`src/rtl/usb_ctl_pkg.sv`:
```
// constants, register map and carriers for the usb status and power block
// assumes a 125 MHz clock and an 8-bit firmware register port
package usb_ctl_pkg;

    // ========================================
    // register offsets
    localparam logic [2:0] OFF_LINE  = 3'h0;
    localparam logic [2:0] OFF_EPEN  = 3'h1;
    localparam logic [2:0] OFF_BUS   = 3'h2;
    localparam logic [2:0] OFF_EPREQ = 3'h3;
    localparam logic [2:0] OFF_CLK   = 3'h4;
    localparam logic [2:0] OFF_FIFO  = 3'h5;

    // ========================================
    // field positions
    localparam int B_PULLUP   = 1;
    localparam int B_SE0      = 2;
    localparam int B_SE1      = 3;
    localparam int B_DM_IN    = 4;
    localparam int B_DP_IN    = 5;
    localparam int B_DM_DRV   = 6;
    localparam int B_DP_DRV   = 7;
    localparam int B_IDLE     = 0;
    localparam int B_WAKE     = 1;
    localparam int B_BRST     = 2;
    localparam int B_RESUME   = 3;
    localparam int B_REG33    = 4;
    localparam int B_PLLOFF   = 5;
    localparam int B_LEGACY   = 6;
    localparam int B_RSTPROP  = 7;
    localparam int B_LCLK     = 3;
    localparam int B_DEEP     = 4;
    localparam int B_FIFO_OVR = 7;

    // ========================================
    // reset values and sizes
    localparam logic [7:0] BUS_RESET  = 8'h80;
    localparam logic [5:0] FIFO_RESET = 6'h00;
    localparam int         NUM_EP     = 4;
    localparam logic [7:0] EP0_BYTES  = 8'h08;
    localparam logic [7:0] EPX_BUDGET = 8'h40;
    localparam logic [7:0] EPX_MIN    = 8'h08;

    // ========================================
    // timing
    localparam int CLK_KHZ      = 125000;
    localparam int IDLE_TIME_MS = 3;
    localparam int WAKE_TIME_MS = 2;
    localparam int IDLE_CYCLES  = IDLE_TIME_MS * CLK_KHZ;
    localparam int WAKE_CYCLES  = WAKE_TIME_MS * CLK_KHZ;
    localparam int CNT_W        = 20;

    typedef enum logic [1:0] {
        LINK_ACTIVE = 2'b00,
        LINK_BUS_IDLE_FLAG   = 2'b01,
        LINK_RESUME = 2'b10
    } link_state_e;

    typedef struct packed {
        logic [2:0] addr;
        logic [7:0] wdata;
        logic       wr;
        logic       rd;
    } bus_req_s;

    typedef struct packed {
        logic dp_out;
        logic dp_oe;
        logic dm_out;
        logic dm_oe;
    } pin_drive_s;

endpackage

```
`src/rtl/usb_status_power.sv`:
```
// usb device status, wake and power control registers
// assumes engine events are same-clock pulses; data line pins are async
`timescale 1ns/100ps
module usb_status_power #(
    parameter int IDLE_CYC = usb_ctl_pkg::IDLE_CYCLES,
    parameter int WAKE_CYC = usb_ctl_pkg::WAKE_CYCLES
) (
    // clock, reset, enable
    input  wire logic                  i_clk,
    input  wire logic                  i_rstn,
    input  wire logic                  i_ce,
    // register port
    input  wire usb_ctl_pkg::bus_req_s i_bus,
    output logic [7:0]                 o_rdata,
    // engine events
    input  wire logic                  i_bus_active,
    input  wire logic                  i_resume_det,
    input  wire logic                  i_reset_det,
    input  wire logic                  i_se0_noise,
    input  wire logic                  i_se1_noise,
    input  wire logic [3:0]            i_ep_hit,
    // processor side
    input  wire logic                  i_usb_irq_en,
    input  wire logic                  i_stack_full,
    output logic                       o_usb_irq,
    output logic                       o_cpu_reset,
    // data line pins
    input  wire logic                  i_dp_pin,
    input  wire logic                  i_dm_pin,
    output usb_ctl_pkg::pin_drive_s    o_pins,
    // power and mode controls, endpoint sizes
    output logic                       o_pullup_en,
    output logic                       o_pll_off,
    output logic                       o_reg33_en,
    output logic                       o_legacy_mode,
    output logic                       o_link_clk_en,
    output logic                       o_deep_idle,
    output logic [23:0]                o_ep_size
);

    // ========================================
    // helpers
    function automatic logic hit(input usb_ctl_pkg::bus_req_s r,
                                 input logic [2:0] off);
        hit = r.wr && (r.addr == off);
    endfunction

    function automatic logic [7:0] ep_bytes(input logic [1:0] code);
        ep_bytes = usb_ctl_pkg::EPX_MIN << code;
    endfunction

    // ========================================
    // state
    usb_ctl_pkg::link_state_e state_ff, nxt_state;
    logic [usb_ctl_pkg::CNT_W-1:0] idle_cnt_ff;
    logic [usb_ctl_pkg::CNT_W-1:0] wake_cnt_ff;
    logic       wake_ff;
    logic       resume_ff;
    logic       brst_ff;
    logic       rst_det_ff;
    logic       se0_ff;
    logic       se1_ff;
    logic [3:0] ep_en_ff;
    logic [3:0] ep_req_ff;
    logic [7:0] bus_ctl_ff;
    logic       pullup_ff;
    logic       dp_drv_ff;
    logic       dm_drv_ff;
    logic       lclk_ff;
    logic       deep_ff;
    logic [5:0] fifo_ff;
    logic [1:0] dp_sync_ff;
    logic [1:0] dm_sync_ff;
    logic [7:0] rdata_ff;
    logic       irq_ff;
    logic       cpu_rst_ff;
    usb_ctl_pkg::pin_drive_s pins_ff, nxt_pins;

    logic       clk_run;
    logic       idle_done;
    logic       bus_idle_flag_set;
    logic       resume_set;
    logic       brst_set;
    logic [3:0] ep_set;
    logic       ep_irq;
    logic       fifo_ovr;
    logic       wr_line;
    logic       wr_bus;
    logic       wr_epreq;

    assign clk_run   = lclk_ff && !deep_ff;
    assign idle_done = idle_cnt_ff ==
                       usb_ctl_pkg::CNT_W'(IDLE_CYC - 1);
    assign wr_line   = hit(i_bus, usb_ctl_pkg::OFF_LINE);
    assign wr_bus    = hit(i_bus, usb_ctl_pkg::OFF_BUS);
    assign wr_epreq  = hit(i_bus, usb_ctl_pkg::OFF_EPREQ);

    // ========================================
    // link state
    always_comb begin
        nxt_state = state_ff;
        case (state_ff)
            usb_ctl_pkg::LINK_ACTIVE: begin
                if (clk_run && idle_done) begin
                    nxt_state = usb_ctl_pkg::LINK_BUS_IDLE_FLAG;
                end
            end
            usb_ctl_pkg::LINK_BUS_IDLE_FLAG: begin
                if (i_resume_det) begin
                    nxt_state = usb_ctl_pkg::LINK_RESUME;
                end else if (i_bus_active || i_reset_det) begin
                    nxt_state = usb_ctl_pkg::LINK_ACTIVE;
                end
            end
            usb_ctl_pkg::LINK_RESUME: begin
                if (i_bus_active || i_reset_det) begin
                    nxt_state = usb_ctl_pkg::LINK_ACTIVE;
                end
            end
            default: nxt_state = usb_ctl_pkg::LINK_ACTIVE;
        endcase
    end

    assign bus_idle_flag_set   = (state_ff == usb_ctl_pkg::LINK_ACTIVE) &&
                        (nxt_state == usb_ctl_pkg::LINK_BUS_IDLE_FLAG);
    assign resume_set = (state_ff == usb_ctl_pkg::LINK_BUS_IDLE_FLAG) &&
                        (nxt_state == usb_ctl_pkg::LINK_RESUME);

    always_ff @(posedge i_clk or negedge i_rstn) begin
        if (!i_rstn) begin
            state_ff <= usb_ctl_pkg::LINK_ACTIVE;
        end else if (i_ce) begin
            state_ff <= nxt_state;
        end
    end

    // silence counter, restarted by bus activity but not by a detected bus reset
    always_ff @(posedge i_clk or negedge i_rstn) begin
        if (!i_rstn) begin
            idle_cnt_ff <= '0;
        end else if (i_ce) begin
            if (i_bus_active || !clk_run || idle_done ||
                state_ff != usb_ctl_pkg::LINK_ACTIVE) begin
                idle_cnt_ff <= '0;
            end else begin
                idle_cnt_ff <= idle_cnt_ff + 1'b1;
            end
        end
    end

    // resume flag follows idle flag down, a set wins
    always_ff @(posedge i_clk or negedge i_rstn) begin
        if (!i_rstn) begin
            resume_ff <= 1'b0;
        end else if (i_ce) begin
            if (resume_set) begin
                resume_ff <= 1'b1;
            end else if (nxt_state == usb_ctl_pkg::LINK_ACTIVE) begin
                resume_ff <= 1'b0;
            end
        end
    end

    // ========================================
    // remote wake pulse
    always_ff @(posedge i_clk or negedge i_rstn) begin
        if (!i_rstn) begin
            wake_ff     <= 1'b0;
            wake_cnt_ff <= '0;
        end else if (i_ce) begin
            if (!wake_ff && wr_bus && i_bus.wdata[usb_ctl_pkg::B_WAKE]) begin
                wake_ff     <= 1'b1;
                wake_cnt_ff <= '0;
            end else if (wake_ff) begin
                if (wake_cnt_ff == usb_ctl_pkg::CNT_W'(WAKE_CYC - 1)) begin
                    wake_ff <= 1'b0;
                end
                wake_cnt_ff <= wake_cnt_ff + 1'b1;
            end
        end
    end

    // ========================================
    // bus reset flag and processor reset
    assign brst_set = i_reset_det && !rst_det_ff;

    always_ff @(posedge i_clk or negedge i_rstn) begin
        if (!i_rstn) begin
            rst_det_ff <= 1'b0;
            brst_ff    <= 1'b0;
            cpu_rst_ff <= 1'b0;
        end else if (i_ce) begin
            rst_det_ff <= i_reset_det;
            if (brst_set) begin
                brst_ff <= 1'b1;
            end else if (wr_bus && !i_bus.wdata[usb_ctl_pkg::B_BRST]) begin
                brst_ff <= 1'b0;
            end
            cpu_rst_ff <= brst_set &&
                          bus_ctl_ff[usb_ctl_pkg::B_RSTPROP];
        end
    end

    // ========================================
    // control bits of the bus register
    always_ff @(posedge i_clk or negedge i_rstn) begin
        if (!i_rstn) begin
            bus_ctl_ff <= usb_ctl_pkg::BUS_RESET;
        end else if (i_ce && wr_bus) begin
            bus_ctl_ff <= i_bus.wdata;
        end
    end

    // ========================================
    // line status: pull-up, noise, ps2 drive
    always_ff @(posedge i_clk or negedge i_rstn) begin
        if (!i_rstn) begin
            pullup_ff <= 1'b0;
            dp_drv_ff <= 1'b1;
            dm_drv_ff <= 1'b1;
            se0_ff    <= 1'b0;
            se1_ff    <= 1'b0;
        end else if (i_ce) begin
            if (wr_line) begin
                pullup_ff <= i_bus.wdata[usb_ctl_pkg::B_PULLUP];
                dp_drv_ff <= i_bus.wdata[usb_ctl_pkg::B_DP_DRV];
                dm_drv_ff <= i_bus.wdata[usb_ctl_pkg::B_DM_DRV];
            end
            if (clk_run && i_se0_noise) begin
                se0_ff <= 1'b1;
            end else if (wr_line && !i_bus.wdata[usb_ctl_pkg::B_SE0]) begin
                se0_ff <= 1'b0;
            end
            if (clk_run && i_se1_noise) begin
                se1_ff <= 1'b1;
            end else if (wr_line && !i_bus.wdata[usb_ctl_pkg::B_SE1]) begin
                se1_ff <= 1'b0;
            end
        end
    end

    // pin levels from outside the clock domain
    always_ff @(posedge i_clk or negedge i_rstn) begin
        if (!i_rstn) begin
            dp_sync_ff <= 2'h0;
            dm_sync_ff <= 2'h0;
        end else if (i_ce) begin
            dp_sync_ff <= {dp_sync_ff[0], i_dp_pin};
            dm_sync_ff <= {dm_sync_ff[0], i_dm_pin};
        end
    end

    // wake drives a k state; ps2 mode is open drain
    always_comb begin
        nxt_pins = '0;
        if (wake_ff) begin
            nxt_pins.dp_out = 1'b0;
            nxt_pins.dp_oe  = 1'b1;
            nxt_pins.dm_out = 1'b1;
            nxt_pins.dm_oe  = 1'b1;
        end else if (bus_ctl_ff[usb_ctl_pkg::B_LEGACY]) begin
            nxt_pins.dp_oe = !dp_drv_ff;
            nxt_pins.dm_oe = !dm_drv_ff;
        end
    end

    // ========================================
    // endpoints
    assign ep_set = clk_run ? i_ep_hit : 4'h0;
    assign ep_irq = |(ep_set & ep_en_ff) && i_usb_irq_en && !i_stack_full;

    always_ff @(posedge i_clk or negedge i_rstn) begin
        if (!i_rstn) begin
            ep_en_ff  <= 4'h0;
            ep_req_ff <= 4'h0;
        end else if (i_ce) begin
            if (hit(i_bus, usb_ctl_pkg::OFF_EPEN)) begin
                ep_en_ff <= i_bus.wdata[3:0];
            end
            if (wr_epreq) begin
                ep_req_ff <= (ep_req_ff & i_bus.wdata[3:0]) | ep_set;
            end else begin
                ep_req_ff <= ep_req_ff | ep_set;
            end
        end
    end

    // endpoint 0 fixed, 1 to 3 share the budget
    assign fifo_ovr = (10'(ep_bytes(fifo_ff[1:0])) +
                       10'(ep_bytes(fifo_ff[3:2])) +
                       10'(ep_bytes(fifo_ff[5:4]))) >
                      10'(usb_ctl_pkg::EPX_BUDGET);

    always_ff @(posedge i_clk or negedge i_rstn) begin
        if (!i_rstn) begin
            fifo_ff <= usb_ctl_pkg::FIFO_RESET;
            o_ep_size <= {usb_ctl_pkg::EPX_MIN, usb_ctl_pkg::EPX_MIN,
                          usb_ctl_pkg::EPX_MIN};
        end else if (i_ce) begin
            if (hit(i_bus, usb_ctl_pkg::OFF_FIFO) && !i_bus.wr) begin
                fifo_ff <= fifo_ff;
            end else if (hit(i_bus, usb_ctl_pkg::OFF_FIFO)) begin
                fifo_ff <= i_bus.wdata[5:0];
            end
            if (!fifo_ovr) begin
                o_ep_size <= {ep_bytes(fifo_ff[5:4]), ep_bytes(fifo_ff[3:2]),
                              ep_bytes(fifo_ff[1:0])};
            end
        end
    end

    // ========================================
    // clock control
    always_ff @(posedge i_clk or negedge i_rstn) begin
        if (!i_rstn) begin
            lclk_ff <= 1'b0;
            deep_ff <= 1'b0;
        end else if (i_ce && hit(i_bus, usb_ctl_pkg::OFF_CLK)) begin
            lclk_ff <= i_bus.wdata[usb_ctl_pkg::B_LCLK];
            deep_ff <= i_bus.wdata[usb_ctl_pkg::B_DEEP];
        end
    end

    // ========================================
    // interrupt and registered outputs
    always_ff @(posedge i_clk or negedge i_rstn) begin
        if (!i_rstn) begin
            irq_ff        <= 1'b0;
            pins_ff       <= '0;
            o_pullup_en   <= 1'b0;
            o_pll_off     <= 1'b0;
            o_reg33_en    <= 1'b0;
            o_legacy_mode <= 1'b0;
            o_link_clk_en <= 1'b0;
            o_deep_idle   <= 1'b0;
        end else if (i_ce) begin
            irq_ff        <= bus_idle_flag_set || resume_set || brst_set ||
                             ep_irq;
            pins_ff       <= nxt_pins;
            o_pullup_en   <= pullup_ff;
            o_pll_off     <= bus_ctl_ff[usb_ctl_pkg::B_PLLOFF];
            o_reg33_en    <= bus_ctl_ff[usb_ctl_pkg::B_REG33];
            o_legacy_mode <= bus_ctl_ff[usb_ctl_pkg::B_LEGACY];
            o_link_clk_en <= lclk_ff;
            o_deep_idle   <= deep_ff;
        end
    end

    // ========================================
    // read port, data one cycle after the strobe
    always_ff @(posedge i_clk or negedge i_rstn) begin
        if (!i_rstn) begin
            rdata_ff <= 8'h00;
        end else if (i_ce) begin
            rdata_ff <= 8'h00;
            if (i_bus.rd) begin
                case (i_bus.addr)
                    usb_ctl_pkg::OFF_LINE:
                        rdata_ff <= {2'b00, dp_sync_ff[1], dm_sync_ff[1],
                                     se1_ff, se0_ff, pullup_ff, 1'b0};
                    usb_ctl_pkg::OFF_EPEN:
                        rdata_ff <= {4'h0, ep_en_ff};
                    usb_ctl_pkg::OFF_BUS:
                        rdata_ff <= {bus_ctl_ff[7:4], resume_ff, brst_ff,
                                     wake_ff,
                                     state_ff != usb_ctl_pkg::LINK_ACTIVE};
                    usb_ctl_pkg::OFF_EPREQ:
                        rdata_ff <= {4'h0, ep_req_ff};
                    usb_ctl_pkg::OFF_CLK:
                        rdata_ff <= {3'b000, deep_ff, lclk_ff, 3'b000};
                    usb_ctl_pkg::OFF_FIFO:
                        rdata_ff <= {fifo_ovr, 1'b0, fifo_ff};
                    default: rdata_ff <= 8'h00;
                endcase
            end
        end
    end

    assign o_rdata     = rdata_ff;
    assign o_usb_irq   = irq_ff;
    assign o_cpu_reset = cpu_rst_ff;
    assign o_pins      = pins_ff;

    // ========================================
    // assertions
    a_suspend_irq: assert property (
        @(posedge i_clk) disable iff (!i_rstn)
        i_ce && bus_idle_flag_set |=> o_usb_irq && state_ff == usb_ctl_pkg::LINK_BUS_IDLE_FLAG)
        else $error("suspend entry without interrupt");
    a_suspend_cause: assert property (
        @(posedge i_clk) disable iff (!i_rstn)
        $rose(state_ff == usb_ctl_pkg::LINK_BUS_IDLE_FLAG) &&
        $past(state_ff) == usb_ctl_pkg::LINK_ACTIVE |->
        $past(idle_done) && $past(clk_run))
        else $error("suspend entered before bus silence timeout");
    a_resume_flag: assert property (
        @(posedge i_clk) disable iff (!i_rstn)
        i_ce && resume_set |=> resume_ff && o_usb_irq)
        else $error("resume not flagged");
    a_resume_clear: assert property (
        @(posedge i_clk) disable iff (!i_rstn)
        state_ff == usb_ctl_pkg::LINK_ACTIVE |-> !resume_ff)
        else $error("resume flag left set while bus active");
    a_wake_drive: assert property (
        @(posedge i_clk) disable iff (!i_rstn)
        i_ce && !wake_ff && wr_bus && i_bus.wdata[usb_ctl_pkg::B_WAKE]
        ##1 i_ce |=> o_pins.dp_oe && o_pins.dm_oe && !o_pins.dp_out)
        else $error("wake request did not drive the lines");
    a_reset_prop: assert property (
        @(posedge i_clk) disable iff (!i_rstn)
        i_ce && brst_set |=> brst_ff &&
        o_cpu_reset == $past(bus_ctl_ff[usb_ctl_pkg::B_RSTPROP]))
        else $error("bus reset propagation wrong");
    a_noise_hold: assert property (
        @(posedge i_clk) disable iff (!i_rstn)
        se0_ff && !wr_line |=> se0_ff)
        else $error("se0 noise flag lost without firmware clear");
    a_ep_gate: assert property (
        @(posedge i_clk) disable iff (!i_rstn)
        i_ce && !bus_idle_flag_set && !resume_set && !brst_set &&
        (i_stack_full || !i_usb_irq_en) |=> !o_usb_irq)
        else $error("endpoint interrupt despite full stack or mask");
    a_set_wins: assert property (
        @(posedge i_clk) disable iff (!i_rstn)
        i_ce && wr_epreq && ep_set[0] |=> ep_req_ff[0])
        else $error("endpoint flag clear beat a new access");
    a_read_enable: assert property (
        @(posedge i_clk) disable iff (!i_rstn)
        i_ce && i_bus.rd && i_bus.addr == usb_ctl_pkg::OFF_EPEN |=>
        o_rdata == {4'h0, $past(ep_en_ff)})
        else $error("enable register read back wrong");

endmodule

```
`config.mk`:
```
export PLATFORM = sky130hd
export DESIGN_NAME = usb_status_power
export DESIGN_NICKNAME = d
export VERILOG_FILES = /design/src/rtl/usb_ctl_pkg.sv /design/src/rtl/usb_status_power.sv
export SDC_FILE = /design/constraint.sdc
export NUM_CORES = 1
export LEC_CHECK = 0
export BUFFER_PORTS_ARGS = -buffer_cell sky130_fd_sc_hd__buf_2
export CAP_MARGIN = 15
export CORE_MARGIN = 2
export CORE_UTILIZATION = 40
export DETAILED_ROUTE_END_ITERATION = 6
export PLACE_DENSITY = 0.7
export SETUP_SLACK_MARGIN = 0.3
export SYNTH_ARGS = -nofsm -noshare
export SYNTH_HDL_FRONTEND = slang
export SYNTH_SLANG_ARGS = --single-unit
```
`constraint.sdc`:
```
create_clock -name i_clk -period 3.5 [get_ports i_clk]
set_clock_uncertainty 0.1 [all_clocks]
set_input_delay 0.7 -clock i_clk [delete_from_list [all_inputs] [get_ports i_clk]]
set_output_delay 0.7 -clock i_clk [all_outputs]
set_load 0.1 [all_outputs]
```
==> results.md <==
* Status: completed
* Fmax at approximately 300 MHz
* Routed vias/inst at approximately 5.3
* Setup TNS at 0 ns
* Largest net degree at the start of global routing at 57
* Hold Buf Count CTS at 0
* #FFs+latches synth at around 110
* HPWL Detailed at 9070 µm
* Top cell type by total area after synthesis: dfrtp_1
* Vias in the first global route at between 4000 and 5000
* CP Capture Type: register
* Relative slew margins at 0.492
* Reg clk slew, reported paths at roughly 0.070 ns
* # DRC at 0
* Final setup margin at ~0.12 ns
* Worst-margin pin slew at between 0.7 and 0.8 ns
* Worst hold slack at just under 0.3 ns
* Area of the die at about 15000 µm²
* H-tree depth at 3
* Arrival time worst endpoint at roughly 3.6 ns
* TritonCTS clock tree: yes
* Power Density at between 600 and 700 nW/µm²
* Max-slew violations at 0
* Skew-Pair Late Insertion Delay at between 0.3 and 0.4 ns
* Commonest non-fill, non-tap cell in the layout: dfrtp_1
* Root buf cell: clkbuf_16
* Wire length per cell at 16.3 µm
* Synth area leaders: dfrtp_1 (46%), mux2_2 (6.8%), xnor2_1 (3.5%)
* Horiz. Die Dim at around 120 µm
* Place WS at slightly above 0.05 ns
* GR Overflow Total at 0
* Post-layout util at 0.472
* Ys flop type: dfrtp_1
* Share of the synthesized area in the top cell type at 0.457
* Post-synthesis sequential area ratio at 0.485
* Worst Path Max Fanout at 4
* DRT iter0 DRCs at approximately 220
* Cts bufs inserted at 9
* Unique cell type count in the Yosys netlist at 64
* Final hold violations at 0
* Maximum vdd drop at roughly 740 µV
* Most frequent cells in the layout: dfrtp_1 (98), buf_2 (58), nor2_1 (50)
* Mapped cell area at around 5500 µm²
* Reg2Reg Setup Slack at approximately 0.12 ns
* Clock sinks at roughly 110
* Tot GR Track Use at 0.182
* Rows at 42
* Yosys warnings at 0
* RSZ-0062 raised after global routing: true
* Starting density of the core at 0.412
* Layout fillers at 1244
* Drt pass-1 iters at 4
* Type of the tightest min-delay check: input port to asynchronous set/reset pin
* Final Wtd Congestion at around 0.86
* Final min period at between 3 and 4 ns
* Type of the worst setup path: register to register
* Syn_area_per_cell at roughly 11 µm²
* IO Pins at 73
* Tcrit/Tclk final at 0.967
* Die Y at ~120 µm
* Area Overhead vs Synth at 14.6%
* First-pass GRT wire length at about 21000 µm
* Final ANT Viol Nets at 0
* Async set-reset flop share out of synthesis at 1.00
* Via count at roughly 4100
* Final setup vio count at 0
* Maxcap violations at 0
* PortBufs at approximately 60
* Routed WL at about 13000 µm
* Req. time, crit path at ~3.7 ns
* Number of synthesized flops with an enable pin at 0
* Share of layout cells above drive strength 1 at 0.261
* Core area at approximately 13000 µm²
* Mapped Cells at 520
* Nets at 623
* Leakage at roughly 0.0029 µW
* Startpoint types: register
* Initial antenna violation count at 1
* Clk buf depth at 2
registers in the layout, summed over array words and instances, names as in the netlist, 2 cells and up:
register	cells
ep_en_ff	4
wake_cnt_ff	20
dm_sync_ff	2
idle_cnt_ff	20
bus_ctl_ff	4
state_ff	2
o_pins	3
fifo_ff	6
o_ep_size	12
dp_sync_ff	2
o_rdata	8
ep_req_ff	4
layout make-up:
cell class,instances,area (µm²),area share
diodes,1,2.50,0.000398
clock buffers,12,246,0.0393
clock inverters,4,20.0,0.00319
inverters,29,109,0.0173
multi-input cells,364,2580,0.410
flip-flops and latches,106,2660,0.424
well taps,176,220,0.0351
repair buffers,74,442,0.0703
final timing paths:
check,startpoint,end,cells after the start
max,fifo_ff[1]$_DFFE_PN0P_,o_ep_size[11]$_DFFE_PN1P_,12
min,i_rstn,o_ep_size[22]$_DFFE_PN0P_,1
max reg2reg,fifo_ff[1]$_DFFE_PN0P_,o_ep_size[11]$_DFFE_PN1P_,12
min reg2reg,o_rdata[5]$_DFFE_PN0P_,o_rdata[5]$_DFFE_PN0P_,1
max in group asynchronous,i_rstn,dp_drv_ff$_DFFE_PN1P_,2
min in group i_clk,o_rdata[5]$_DFFE_PN0P_,o_rdata[5]$_DFFE_PN0P_,1
layer usage:
metal / part of all wire / track usage / up-vias
li1: - / - / 1915
met1: 0.47 / 0.248 / 2027
met2: 0.47 / 0.292 / 99
met3: 0.040 / 0.0324 / 20
met4: 0.022 / 0.0676 / 0
met5: 0 / 0 / -
critical path, stage by stage (launching register included):
cell	delay (ns)
dfrtp_1	0.39
nand2b_1	0.18
fa_1	0.44
inv_1	0.08
ha_2	0.19
inv_2	0.04
fa_1	0.48
or3b_4	0.41
nor4b_4	0.26
a211oi_2	0.11
nor3_4	0.18
buf_6	0.15
mux2_2	0.33
cells in the mapped netlist (13+ instances only):
| cell type | number |
|---|---|
| nand2_1 | 27 |
| and3_1 | 13 |
| o21ai_0 | 28 |
| nor3_1 | 15 |
| nand3_1 | 21 |
| nor2_1 | 50 |
| mux2i_1 | 15 |
| dfrtp_1 | 100 |
| mux2_2 | 33 |
| xnor2_1 | 22 |
| inv_1 | 29 |
| buf_4 | 13 |
kinds of logic (layout without fill, tap and decap cells):
| group | Yosys count | in the layout | share of synthesized area |
|---|---|---|---|
| AO/OA/AOI/OAI | 75 | 75 | 0.0909 |
| XOR/XNOR | 30 | 30 | 0.0480 |
| adder cells (fa/ha/maj) | 10 | 10 | 0.0297 |
| buffers and inverters | 62 | 119 | 0.0598 |
| flip-flops | 106 | 106 | 0.485 |
| multiplexers | 50 | 50 | 0.101 |
| other | 1 | 14 | 0.000684 |
| AND/OR/NAND/NOR | 186 | 186 | 0.184 |
report_power, final:
group	leakage (µW)	switching, µW	internal, µW	total [µW]
sequential	0.00136	163	1450	1610
combinational	0.00136	1260	543	1810
clock	0.000136	440	498	938
total	0.00285	1870	2490	4360
what timing repair did:
item	CTS	global route
setup buffers	3	2
pin swaps	1	1
setup endpoints to repair	12	12
resized for setup	4	7
stage by stage:
stage / instances / power (µW) / instance area, µm²
after floorplan: 532 / 3000 / 5550
after global placement: 744 / 3290 / 5940
after detailed placement: 744 / 3330 / 5940
after CTS: 763 / 4330 / 6240
after global routing: 766 / 4570 / 6280
final: 766 / 4360 / 6280
Power figures use the tool's default switching activity.
